### config.mk
export PLATFORM = sky130hd
export DESIGN_NAME = vip_top
export DESIGN_NICKNAME = d
export VERILOG_FILES = /design/src/core/vip_pkg.sv /design/src/core/vip_top.sv
export SDC_FILE = /design/constraint.sdc
export NUM_CORES = 1
export LEC_CHECK = 0
export ABC_CLOCK_PERIOD_IN_PS = 2500
export BUFFER_PORTS_ARGS = -buffer_cell sky130_fd_sc_hd__buf_2
export CAP_MARGIN = 20
export CORE_MARGIN = 5
export CORE_UTILIZATION = 45
export DETAILED_ROUTE_END_ITERATION = 8
export PLACE_DENSITY = 0.74
export SYNTH_ARGS = -nofsm -noshare
export SYNTH_HDL_FRONTEND = slang
export SYNTH_SLANG_ARGS = --single-unit
### constraint.sdc
create_clock -name pclk -period 2.5 [get_ports pclk]
set_input_delay 0.25 -clock pclk [delete_from_list [all_inputs] [get_ports pclk]]
set_output_delay 0.25 -clock pclk [all_outputs]
set_load 0.005 [all_outputs]
### src/core/vip_pkg.sv
// constants for the vectored interrupt priority controller
package vip_pkg;
  // ---------------------------------------------------------------
  // register offsets (byte addresses on apb)
  // ---------------------------------------------------------------
  localparam logic [7:0] OFF_PAGE   = 8'h00;
  localparam logic [7:0] OFF_MODE   = 8'h04;
  localparam logic [7:0] OFF_SHORT_SP = 8'h08;
  localparam logic [7:0] OFF_LONG_SP  = 8'h0c;
  localparam logic [7:0] OFF_EVT    = 8'h10;
  localparam logic [7:0] OFF_EVT_CL = 8'h14;
  localparam logic [7:0] OFF_EVT_EN = 8'h18;
  localparam logic [7:0] OFF_VECTOR = 8'h1c;
  localparam logic [7:0] OFF_NEW_PC = 8'h20;
  // ---------------------------------------------------------------
  // mode register fields
  // ---------------------------------------------------------------
  localparam int MODE_WIDE  = 0;
  localparam int MODE_MIXED = 1;
  localparam int MODE_EN_ONE = 2;
  localparam int MODE_EN_TWO = 3;
  localparam int MODE_BASE  = 8;
  localparam logic [7:0]  PAGE_RST = 8'h00;
  localparam logic [7:0]  BASE_RST = 8'h00;
  localparam logic [15:0] SHORT_SP_RST = 16'h0000;
  localparam logic [23:0] LONG_SP_RST  = 24'h000000;
  // ---------------------------------------------------------------
  // event bits
  // ---------------------------------------------------------------
  localparam int EVT_W     = 3;
  localparam int EVT_MASK  = 0;
  localparam int EVT_NMI   = 1;
  localparam int EVT_SPUR  = 2;
  // ---------------------------------------------------------------
  // request map: slot index = vector code / 2
  // ---------------------------------------------------------------
  localparam int SLOT_FLASH  = 4;
  localparam int SLOT_PERIPH = 4;
  localparam int NUM_PERIPH  = 12;
  localparam int SLOT_PORT_B = 24;
  localparam int SLOT_PORT_C = 32;
  localparam int SLOT_PORT_D = 40;
  localparam logic [7:0] VEC_FLASH  = 8'h08;
  localparam logic [7:0] VEC_PORT_B = 8'h30;
  localparam logic [7:0] VEC_NONE   = 8'h7e;
  // ---------------------------------------------------------------
  // stack markers, upper pc byte and sequencer states
  // ---------------------------------------------------------------
  localparam logic [7:0] MARK_SHORT = 8'h00;
  localparam logic [7:0] MARK_LONG  = 8'h01;
  localparam logic [7:0] UPPER_ZERO = 8'h00;
  typedef enum logic [2:0] {
    ST_IDLE     = 3'b000,
    ST_PUSH     = 3'b001,
    ST_FETCH_LO = 3'b010,
    ST_FETCH_HI = 3'b011,
    ST_DONE     = 3'b100
  } vip_state_e;
endpackage : vip_pkg

### src/core/vip_top.sv
// fixed-priority vectored interrupt controller with acceptance sequencer
//
// The implementer's own choices: the address map and register access over APB.
`timescale 1ns/1ps
// Operation
// - gather peripheral and gpio requests to core
// - smaller vector code wins, 00h highest
// - table address is page byte then code
// - fixed peripheral vector codes, gaps unused
// - port b, c, d pins at 30h, 40h, 50h
// - any active request raises one core request
// - winning code driven on internal vector bus
// - page and code shown on address 15:0
// - vector fetched low byte from lower address
// - acceptance reads code, clears both enables
// - mode 00: short stack, two bytes
// - mode 01: two bytes, marker 00h, set wide
// - mode 11: three bytes, marker 01h
// - low nmi pin always serviced
// - nmi beats every maskable request
// - page register resets to 00h
module vip_top
  import vip_pkg::*;
(
  input  wire logic        pclk,
  input  wire logic        presetn,
  input  wire logic        clk_en,
  input  wire logic        psel,
  input  wire logic        penable,
  input  wire logic        pwrite,
  input  wire logic [7:0]  paddr,
  input  wire logic [31:0] pwdata,
  output logic      [31:0] prdata,
  output logic             pready,
  output logic             pslverr,
  input  wire logic [11:0] periph_req,
  input  wire logic [7:0]  port_b_req,
  input  wire logic [7:0]  port_c_req,
  input  wire logic [7:0]  port_d_req,
  input  wire logic        nmi_n,
  input  wire logic        cpu_accept,
  input  wire logic [23:0] cpu_pc,
  input  wire logic [7:0]  mem_rdata,
  output logic             cpu_irq,
  output logic             cpu_nmi,
  output logic      [7:0]  vector_code_bus,
  output logic      [23:0] mem_addr,
  output logic             mem_wr,
  output logic             mem_rd,
  output logic      [7:0]  mem_wdata,
  output logic             pc_load,
  output logic      [23:0] new_pc,
  output logic             wide_address_bit,
  output logic             irq
);
  import vip_pkg::*;
  // ---------------------------------------------------------------
  // helpers
  // ---------------------------------------------------------------
  function automatic logic [5:0] vip_first(input logic [63:0] r);
    vip_first = 6'h3f;
    for (int i = 63; i >= 0; i--) begin
      if (r[i]) begin
        vip_first = i[5:0];
      end
    end
  endfunction : vip_first

  function automatic logic vip_hit(input logic [7:0] a);
    vip_hit = (a == OFF_PAGE) || (a == OFF_MODE) || (a == OFF_SHORT_SP) ||
              (a == OFF_LONG_SP) || (a == OFF_EVT) || (a == OFF_EVT_CL) ||
              (a == OFF_EVT_EN) || (a == OFF_VECTOR) || (a == OFF_NEW_PC);
  endfunction : vip_hit

  // ---------------------------------------------------------------
  // state
  // ---------------------------------------------------------------
  vip_state_e         st_q;
  logic [31:0]        prdata_q;
  logic               pready_q;
  logic               pslverr_q;
  logic [7:0]         page_q;
  logic [7:0]         page_base_q;
  logic               wide_q;
  logic               mixed_q;
  logic               int_en_one_q;
  logic               int_en_two_q;
  logic [15:0]        short_sp_q;
  logic [23:0]        long_sp_q;
  logic [EVT_W-1:0]   evt_q;
  logic [EVT_W-1:0]   evt_en_q;
  logic [EVT_W-1:0]   evt_set;
  logic               irq_q;
  logic               cpu_irq_q;
  logic               cpu_nmi_q;
  logic [7:0]         vec_q;
  logic [7:0]         vec_lat_q;
  logic [23:0]        mem_addr_q;
  logic               mem_wr_q;
  logic               mem_rd_q;
  logic [7:0]         mem_wdata_q;
  logic               pc_load_q;
  logic [23:0]        new_pc_q;
  logic [31:0]        pbuf_q;
  logic [2:0]         pcnt_q;
  logic               use_long_q;
  logic               mode00_q;
  logic [7:0]         lo_q;
  logic [63:0]        req_w;
  logic               take_w;
  logic               take_nmi_w;
  logic               take_mask_w;
  logic               wr_en;
  logic [23:0]        vaddr_w;

  // ---------------------------------------------------------------
  // request gathering and priority
  // ---------------------------------------------------------------
  always_comb begin
    req_w = 64'h0;
    req_w[SLOT_PERIPH +: NUM_PERIPH] = periph_req;
    req_w[SLOT_PORT_B +: 8] = port_b_req;
    req_w[SLOT_PORT_C +: 8] = port_c_req;
    req_w[SLOT_PORT_D +: 8] = port_d_req;
  end

  // registered so the core sees a clean level; costs one cycle of latency
  always_ff @(posedge pclk or negedge presetn) begin
    if (!presetn) begin
      cpu_irq_q <= 1'b0;
      cpu_nmi_q <= 1'b0;
      vec_q     <= VEC_NONE;
    end else if (clk_en) begin
      cpu_irq_q <= |req_w;
      cpu_nmi_q <= ~nmi_n;
      vec_q     <= {1'b0, vip_first(req_w), 1'b0};
    end
  end

  // sources need only hold their line until acceptance: the code
  // sampled then is latched, so it is the one serviced
  assign take_w      = clk_en && cpu_accept && st_q == ST_IDLE;
  assign take_nmi_w  = take_w && cpu_nmi_q;
  assign take_mask_w = take_w && !cpu_nmi_q && cpu_irq_q && int_en_one_q;

  // mode 00 uses the page base, others force the top byte to zero
  assign vaddr_w = mode00_q ? {page_base_q, page_q, vec_lat_q}
                            : {UPPER_ZERO, page_q, vec_lat_q};

  // ---------------------------------------------------------------
  // apb slave
  // ---------------------------------------------------------------
  assign wr_en = psel && penable && pready_q && pwrite && !pslverr_q;

  always_ff @(posedge pclk or negedge presetn) begin
    if (!presetn) begin
      pready_q  <= 1'b0;
      pslverr_q <= 1'b0;
      prdata_q  <= 32'h0;
    end else if (clk_en) begin
      pready_q  <= psel && penable && !pready_q;
      pslverr_q <= psel && penable && !pready_q && !vip_hit(paddr);
      prdata_q  <= 32'h0;
      if (psel && penable && !pready_q && !pwrite) begin
        case (paddr)
          OFF_PAGE:   prdata_q <= {24'h0, page_q};
          OFF_MODE:   prdata_q <= {16'h0, page_base_q, 4'h0, int_en_two_q,
                                   int_en_one_q, mixed_q, wide_q};
          OFF_SHORT_SP: prdata_q <= {16'h0, short_sp_q};
          OFF_LONG_SP:  prdata_q <= {8'h0, long_sp_q};
          OFF_EVT:    prdata_q <= {29'h0, evt_q};
          OFF_EVT_EN: prdata_q <= {29'h0, evt_en_q};
          OFF_VECTOR: prdata_q <= {22'h0, cpu_nmi_q, cpu_irq_q, vec_q};
          OFF_NEW_PC: prdata_q <= {8'h0, new_pc_q};
          default:    prdata_q <= 32'h0;
        endcase
      end
    end
  end

  // ---------------------------------------------------------------
  // cpu context registers: sequencer wins over software writes
  // ---------------------------------------------------------------
  always_ff @(posedge pclk or negedge presetn) begin
    if (!presetn) begin
      page_q       <= PAGE_RST;
      page_base_q  <= BASE_RST;
      wide_q       <= 1'b0;
      mixed_q      <= 1'b0;
      int_en_one_q <= 1'b0;
      int_en_two_q <= 1'b0;
      short_sp_q   <= SHORT_SP_RST;
      long_sp_q    <= LONG_SP_RST;
    end else if (clk_en) begin
      if (wr_en && paddr == OFF_PAGE) begin
        page_q <= pwdata[7:0];
      end
      if (wr_en && paddr == OFF_MODE) begin
        wide_q       <= pwdata[MODE_WIDE];
        mixed_q      <= pwdata[MODE_MIXED];
        int_en_one_q <= pwdata[MODE_EN_ONE];
        int_en_two_q <= pwdata[MODE_EN_TWO];
        page_base_q  <= pwdata[MODE_BASE +: 8];
      end
      if (wr_en && paddr == OFF_SHORT_SP) begin
        short_sp_q <= pwdata[15:0];
      end
      if (wr_en && paddr == OFF_LONG_SP) begin
        long_sp_q <= pwdata[23:0];
      end
      if (take_mask_w) begin
        int_en_one_q <= 1'b0;
        int_en_two_q <= 1'b0;
        if (mixed_q) begin
          wide_q <= 1'b1;
        end
      end
      if (st_q == ST_PUSH) begin
        if (use_long_q) begin
          long_sp_q <= long_sp_q - 24'h1;
        end else begin
          short_sp_q <= short_sp_q - 16'h1;
        end
      end
    end
  end

  // ---------------------------------------------------------------
  // acceptance sequencer
  // ---------------------------------------------------------------
  always_ff @(posedge pclk or negedge presetn) begin
    if (!presetn) begin
      st_q        <= ST_IDLE;
      pbuf_q      <= 32'h0;
      pcnt_q      <= 3'h0;
      use_long_q  <= 1'b0;
      mode00_q    <= 1'b0;
      vec_lat_q   <= 8'h0;
      lo_q        <= 8'h0;
      mem_addr_q  <= 24'h0;
      mem_wr_q    <= 1'b0;
      mem_rd_q    <= 1'b0;
      mem_wdata_q <= 8'h0;
      pc_load_q   <= 1'b0;
      new_pc_q    <= 24'h0;
    end else if (clk_en) begin
      pc_load_q <= 1'b0;
      case (st_q)
        ST_IDLE: begin
          mem_wr_q <= 1'b0;
          mem_rd_q <= 1'b0;
          if (take_mask_w) begin
            vec_lat_q  <= vec_q;
            use_long_q <= wide_q || mixed_q;
            mode00_q   <= !wide_q && !mixed_q;
            st_q       <= ST_PUSH;
            case ({wide_q, mixed_q})
              2'b00: begin
                pbuf_q <= {cpu_pc[15:0], 16'h0};
                pcnt_q <= 3'd2;
              end
              2'b10: begin
                pbuf_q <= {cpu_pc, 8'h0};
                pcnt_q <= 3'd3;
              end
              2'b01: begin
                pbuf_q <= {cpu_pc[15:0], MARK_SHORT, 8'h0};
                pcnt_q <= 3'd3;
              end
              default: begin
                pbuf_q <= {cpu_pc, MARK_LONG};
                pcnt_q <= 3'd4;
              end
            endcase
          end
        end
        ST_PUSH: begin
          mem_wr_q    <= 1'b1;
          mem_wdata_q <= pbuf_q[31:24];
          mem_addr_q  <= use_long_q ? long_sp_q - 24'h1
                                    : {page_base_q, short_sp_q - 16'h1};
          pbuf_q      <= {pbuf_q[23:0], 8'h0};
          pcnt_q      <= pcnt_q - 3'h1;
          if (pcnt_q == 3'h1) begin
            st_q <= ST_FETCH_LO;
          end
        end
        ST_FETCH_LO: begin
          mem_wr_q   <= 1'b0;
          mem_rd_q   <= 1'b1;
          mem_addr_q <= vaddr_w;
          st_q       <= ST_FETCH_HI;
        end
        ST_FETCH_HI: begin
          lo_q       <= mem_rdata;
          mem_addr_q <= vaddr_w + 24'h1;
          st_q       <= ST_DONE;
        end
        ST_DONE: begin
          mem_rd_q  <= 1'b0;
          pc_load_q <= 1'b1;
          new_pc_q  <= {mode00_q ? page_base_q : UPPER_ZERO,
                        mem_rdata, lo_q};
          st_q      <= ST_IDLE;
        end
        default: begin
          st_q <= ST_IDLE;
        end
      endcase
    end
  end

  // ---------------------------------------------------------------
  // event status, clear and enable
  // ---------------------------------------------------------------
  always_comb begin
    evt_set = '0;
    evt_set[EVT_MASK] = take_mask_w;
    evt_set[EVT_NMI]  = take_nmi_w;
    evt_set[EVT_SPUR] = take_w && !cpu_nmi_q && !take_mask_w;
  end

  // a new event in the clearing cycle survives the clear
  always_ff @(posedge pclk or negedge presetn) begin
    if (!presetn) begin
      evt_q    <= '0;
      evt_en_q <= '0;
      irq_q    <= 1'b0;
    end else if (clk_en) begin
      if (wr_en && paddr == OFF_EVT_CL) begin
        evt_q <= (evt_q & ~pwdata[EVT_W-1:0]) | evt_set;
      end else begin
        evt_q <= evt_q | evt_set;
      end
      if (wr_en && paddr == OFF_EVT_EN) begin
        evt_en_q <= pwdata[EVT_W-1:0];
      end
      irq_q <= |(evt_q & evt_en_q);
    end
  end

  // ---------------------------------------------------------------
  // outputs
  // ---------------------------------------------------------------
  assign prdata           = prdata_q;
  assign pready           = pready_q;
  assign pslverr          = pslverr_q;
  assign cpu_irq          = cpu_irq_q;
  assign cpu_nmi          = cpu_nmi_q;
  assign vector_code_bus  = vec_q;
  assign mem_addr         = mem_addr_q;
  assign mem_wr           = mem_wr_q;
  assign mem_rd           = mem_rd_q;
  assign mem_wdata        = mem_wdata_q;
  assign pc_load          = pc_load_q;
  assign new_pc           = new_pc_q;
  assign wide_address_bit = wide_q;
  assign irq              = irq_q;
endmodule : vip_top

# Word-level counts from Yosys, hierarchy flattened
# Index checks and enable logic that the tools add are counted.
# Widths: inputs -> output; s select.
# word_totals
inputBits,116
elab_cells,190
register_bits,222
# op_classes
n_addsub,4
n_eq_ne,17
n_bitwise,6
reduce_logical,65
muxes,68
# ops
operator,count
$mux 6,35
$pmux 24 s8,1
$mux 24,6
$pmux 32 s2,2
$pmux 24 s3,1
$mux 16,3
$reduce_or 36->1,1
$eq 8x5->1 const B,4
$mux 32,1
$add 24x1->24 const B,1
$sub 24x1->24 const B,1
$logic_and 1x1->1,21
$reduce_and 2->1,10
$eq 8x4->1 const B,2
$sub 16x1->16 const B,1
$mux 3,4
$pmux 3 s2,2
$pmux 3 s4,1
$logic_or 1x1->1,9
$reduce_and 3->1,3
$eq 8x3->1 const B,1
$eq 8x6->1 const B,1
$logic_not 1->1,8
$logic_not 8->1,1
other kinds (22),40

# Longest topological paths before layout
# depth
depth_word,36
ltp_mapped,10
ltp_nobuf,8

# Worst setup path after synthesis
# No wires, ideal clock.
# synth_path
path_type,register -> register
startpoint,reg long_sp_q[0]
endpoint,reg mem_addr_q[16] (netlist: mem_addr[16])
path_stages_with_launch,10
setup_slack_ns,0.043
synth_period_minus_slack_ns,2.457
required_time_ns,2.375
t_arrival_ns,2.332
path_cell_list,dfrtp_1 > inv_1 > ha_1 > or4b_4 > buf_6 > or3_4 > buf_6 > or3_4 > xor2_1 > o21ai_2
# synth_via
elab_chain_len,3
# synth_rtl
element,line,source
"start, declared",vip_top.sv:89,logic [23:0] long_sp_q;
"start signal, assigned",vip_top.sv:209,long_sp_q <= pwdata[23:0];
"start signal, assigned",vip_top.sv:220,long_sp_q <= long_sp_q - 24'h1;
$sub 24x1->24,vip_top.sv:280,mem_addr_q <= use_long_q ? long_sp_q - 24'h1
$mux 24,vip_top.sv:280,
$pmux 24 s3,vip_top.sv:248,case (st_q)
"end signal, assigned",vip_top.sv:280,
"end signal, assigned",vip_top.sv:291,mem_addr_q <= vaddr_w;
"end signal, assigned",vip_top.sv:296,mem_addr_q <= vaddr_w + 24'h1;
"end, declared",vip_top.sv:98,logic [23:0] mem_addr_q;
# Every way passes these cells.
# A chain may end at the register's enable or synchronous reset.

# Final worst setup path
# Same ends and word-level chain as after synthesis.

==> impl_metrics.yaml <==
synthesis:
  yosysMostFrequentCell: "dfrtp_1"
  ys_warn_count: 0
  synth_async_sr_flop_share: 1.00
  synth_common_cells: "dfrtp_1 (201), nand2_1 (159), nor2_1 (111), o21ai_0 (97), a21oi_1 (73)"
  synth.distinct_cells: 77
  ys.flop_type: "dfrtp_1"
  ys_ff_latch: 207
  synthCells: 1183
  yosysTopAreaCellShare: 0.457
  ys_seq_area_frac: 0.471
  synth_edf_count: 0
  yosys.area.top_type: "dfrtp_1"
  synthTopCellsByArea: "dfrtp_1 (46%), mux2_2 (5.5%), nand2_1 (5.4%)"
  synth.avg_cell_area_sq_um: 9.31
  syn_area_sq_um: 11000
worst_hold_path:
  hold_end: "long_sp_q[17]"
  hold_start: "pwdata[17]"
  min_path_cells: 3
  hold_class: "input port to register"
route:
  drc_errors: 0
  drt_first_pass_iters: 5
  post_drt_wl_per_cell_um: 20.8
  drt_first_iter_violations: 980
  wl_um: 36900
  drtAntennaViolNets: 0
  via_per_inst: 5.80
  vias: 10300
setup_path:
  path_class: "register to register"
  timing.rr.end: "mem_addr[16]"
  rrSetupSlack_ns: 0.11
  required_ns: 2.90
  arrival_ns: 2.80
  r2r_start: "long_sp_q[0]"
  worst_setup_path_start_kind: "register"
  r2r_cells: 7
  critical_path.max_fanout: 5
  end_kind: "register"
die:
  die_w_um: 166
  die_h_um: 166
  rows: 57
  io_pins: 221
  design.die.area_sq_um: 27700
  initial_core_util: 0.456
  core_sq_um: 24200
clocking:
  path_clk_slew_ns: 0.06
  clk_latency_ns: 0.52
  cts_max_level: 1
  cts-root-buf: "clkbuf_16"
  cts_sinks: 207
  cts_resized: 0
  clockBufferDepth: 3
  cts_tree: "yes"
  cts_buffers: 23
  cts_setup_buffers: 0
place:
  dp_hpwl_um: 27800
  pre_cts_slack_ns: 0.126
  portBuffers: 202
  gp_congestion: 0.968
sta:
  finalSetupTns_ns: 0
  min_period_over_period: 0.958
  maxSlewViolCount: 0
  maxSlewHeadroom: 0.313
  fmax_mhz: 418
  finalHoldViolations: 0
  period_needed_ns: 2.39
  fin_ws_ns: 0.106
  worstMarginPinSlew_ns: 1.03
  rsz0062_at_grt: "false"
  skew_ns: 0.0199
  setup_viol: 0
flow_run:
  drv_cap: 0
grt:
  antenna_found_initial: 1
  grt_util_all_layers: 0.256
  grt_pass1_wl_um: 57300
  grt_max_degree: 62
  grt_overflow_total: 0
  grt_pass1_vias: 9930
pwr:
  power_density_nw_per_um2: 539
  vdd_drop_max_uv: 405
  p_leak_uw: 0.00665
finish:
  fillers: 2099
  multi_input_area_sq_um: 5380
  nets: 1554
  ff_latch_area_sq_um: 5190
  drive_gt1_frac: 0.269
  syn2layout_area_growth_pct: 24.3
outcome:
  status: "completed"
[logic make-up (layout without fill, tap and decap cells)]
kind of cell / count (synthesis) / in the layout / share of synthesized area
AND/OR/NAND/NOR: 416 / 416 / 0.176
flip-flops: 207 / 207 / 0.471
buffers and inverters: 111 / 367 / 0.0456
adder cells (fa/ha/maj): 7 / 7 / 0.00795
multiplexers: 86 / 86 / 0.0843
other: 1 / 11 / 0.000341
AO/OA/AOI/OAI: 323 / 323 / 0.190
XOR/XNOR: 32 / 32 / 0.0254
[metal layers]
layer	global-route usage	wire, um	up-vias	share of wire
met5	0	14	-	0.00038
met4	0.0804	1120	2	0.030
met3	0.0630	3600	80	0.097
met2	0.401	17100	496	0.46
met1	0.354	15100	4962	0.41
li1	-	-	4750	-
[stage by stage]
stage	hold WS [ns]	area (sq um)	util	total power (uW)	cells
2_1_floorplan	-0.0456	11000	-	3660	1192
3_3_place_gp	0.275	12700	0.524	3950	1706
4_1_cts	0.000340	13700	0.566	7420	1772
5_1_grt	0.0169	13700	0.566	7650	1772
3_5_place_dp	0.266	12700	0.524	3950	1706
6_report	0.0141	13700	0.566	7370	1773
[worst max-delay path, stage by stage (launching register included)]
cell	delay, ns
dfrtp_1	0.43
inv_1	0.10
ha_1	0.19
or4b_4	0.53
or3_4	0.45
or3_4	0.36
xor2_1	0.17
o21ai_2	0.06
[where the power goes]
| group | internal, uW | switching (uW) | total [uW] | leakage, uW |
|---|---|---|---|---|
| Sequential | 3390 | 45.1 | 3440 | 0.00280 |
| Clock | 2010 | 1440 | 3450 | 0.000364 |
| Combinational | 205 | 285 | 490 | 0.00349 |
[how the worst max path moves through the flow]
stage                 start            to  depth (start not counted)  slack (ns)
6_report       long_sp_q[0]  mem_addr[16]                          7        0.11
3_5_place_dp   long_sp_q[0]  mem_addr[16]                          7        0.13
3_3_place_gp   long_sp_q[0]  mem_addr[16]                          7        0.16
5_1_grt             st_q[1]    pbuf_q[18]                          6        0.01
2_1_floorplan  long_sp_q[0]  mem_addr[16]                          9        0.04
4_1_cts        long_sp_q[0]  mem_addr[16]                          7        0.13
[state kept, by name (all words and copies together), names as in the netlist, 6 cells and up]
register	flops
pbuf_q	25
new_pc	24
vector_code_bus	6
page_q	8
short_sp_q	16
lo_q	8
prdata	24
long_sp_q	24
mem_wdata	8
vec_lat_q	6
page_base_q	8
mem_addr	24
[layout make-up]
cell class | instances | area share
multi-input cells | 874 | 0.393
flip-flops and latches | 207 | 0.379
clock inverters | 13 | 0.0103
well taps | 324 | 0.0296
diodes | 1 | 0.000183
inverters | 27 | 0.00741
clock buffers | 29 | 0.0459
repair buffers | 298 | 0.134
[timing repair]
action,in CTS,in global routing
hold buffers,24,0
endpoints found under the setup margin,0,0
hold endpoints to repair,87,0
[cell usage in the layout, fill, tap and decap left out, drive strengths merged, types with 25 or more instances in the layout]
master / netlist / final
a21oi: 73 / 73
a22oi: 25 / 25
buf: 21 / 273
clkbuf: 63 / 30
dfrtp: 201 / 201
inv: 26 / 28
mux2: 54 / 54
mux2i: 32 / 32
nand2: 159 / 159
nand3: 26 / 26
nor2: 111 / 111
nor3: 38 / 38
o21ai: 100 / 100
(Power assumes the default switching activity.)
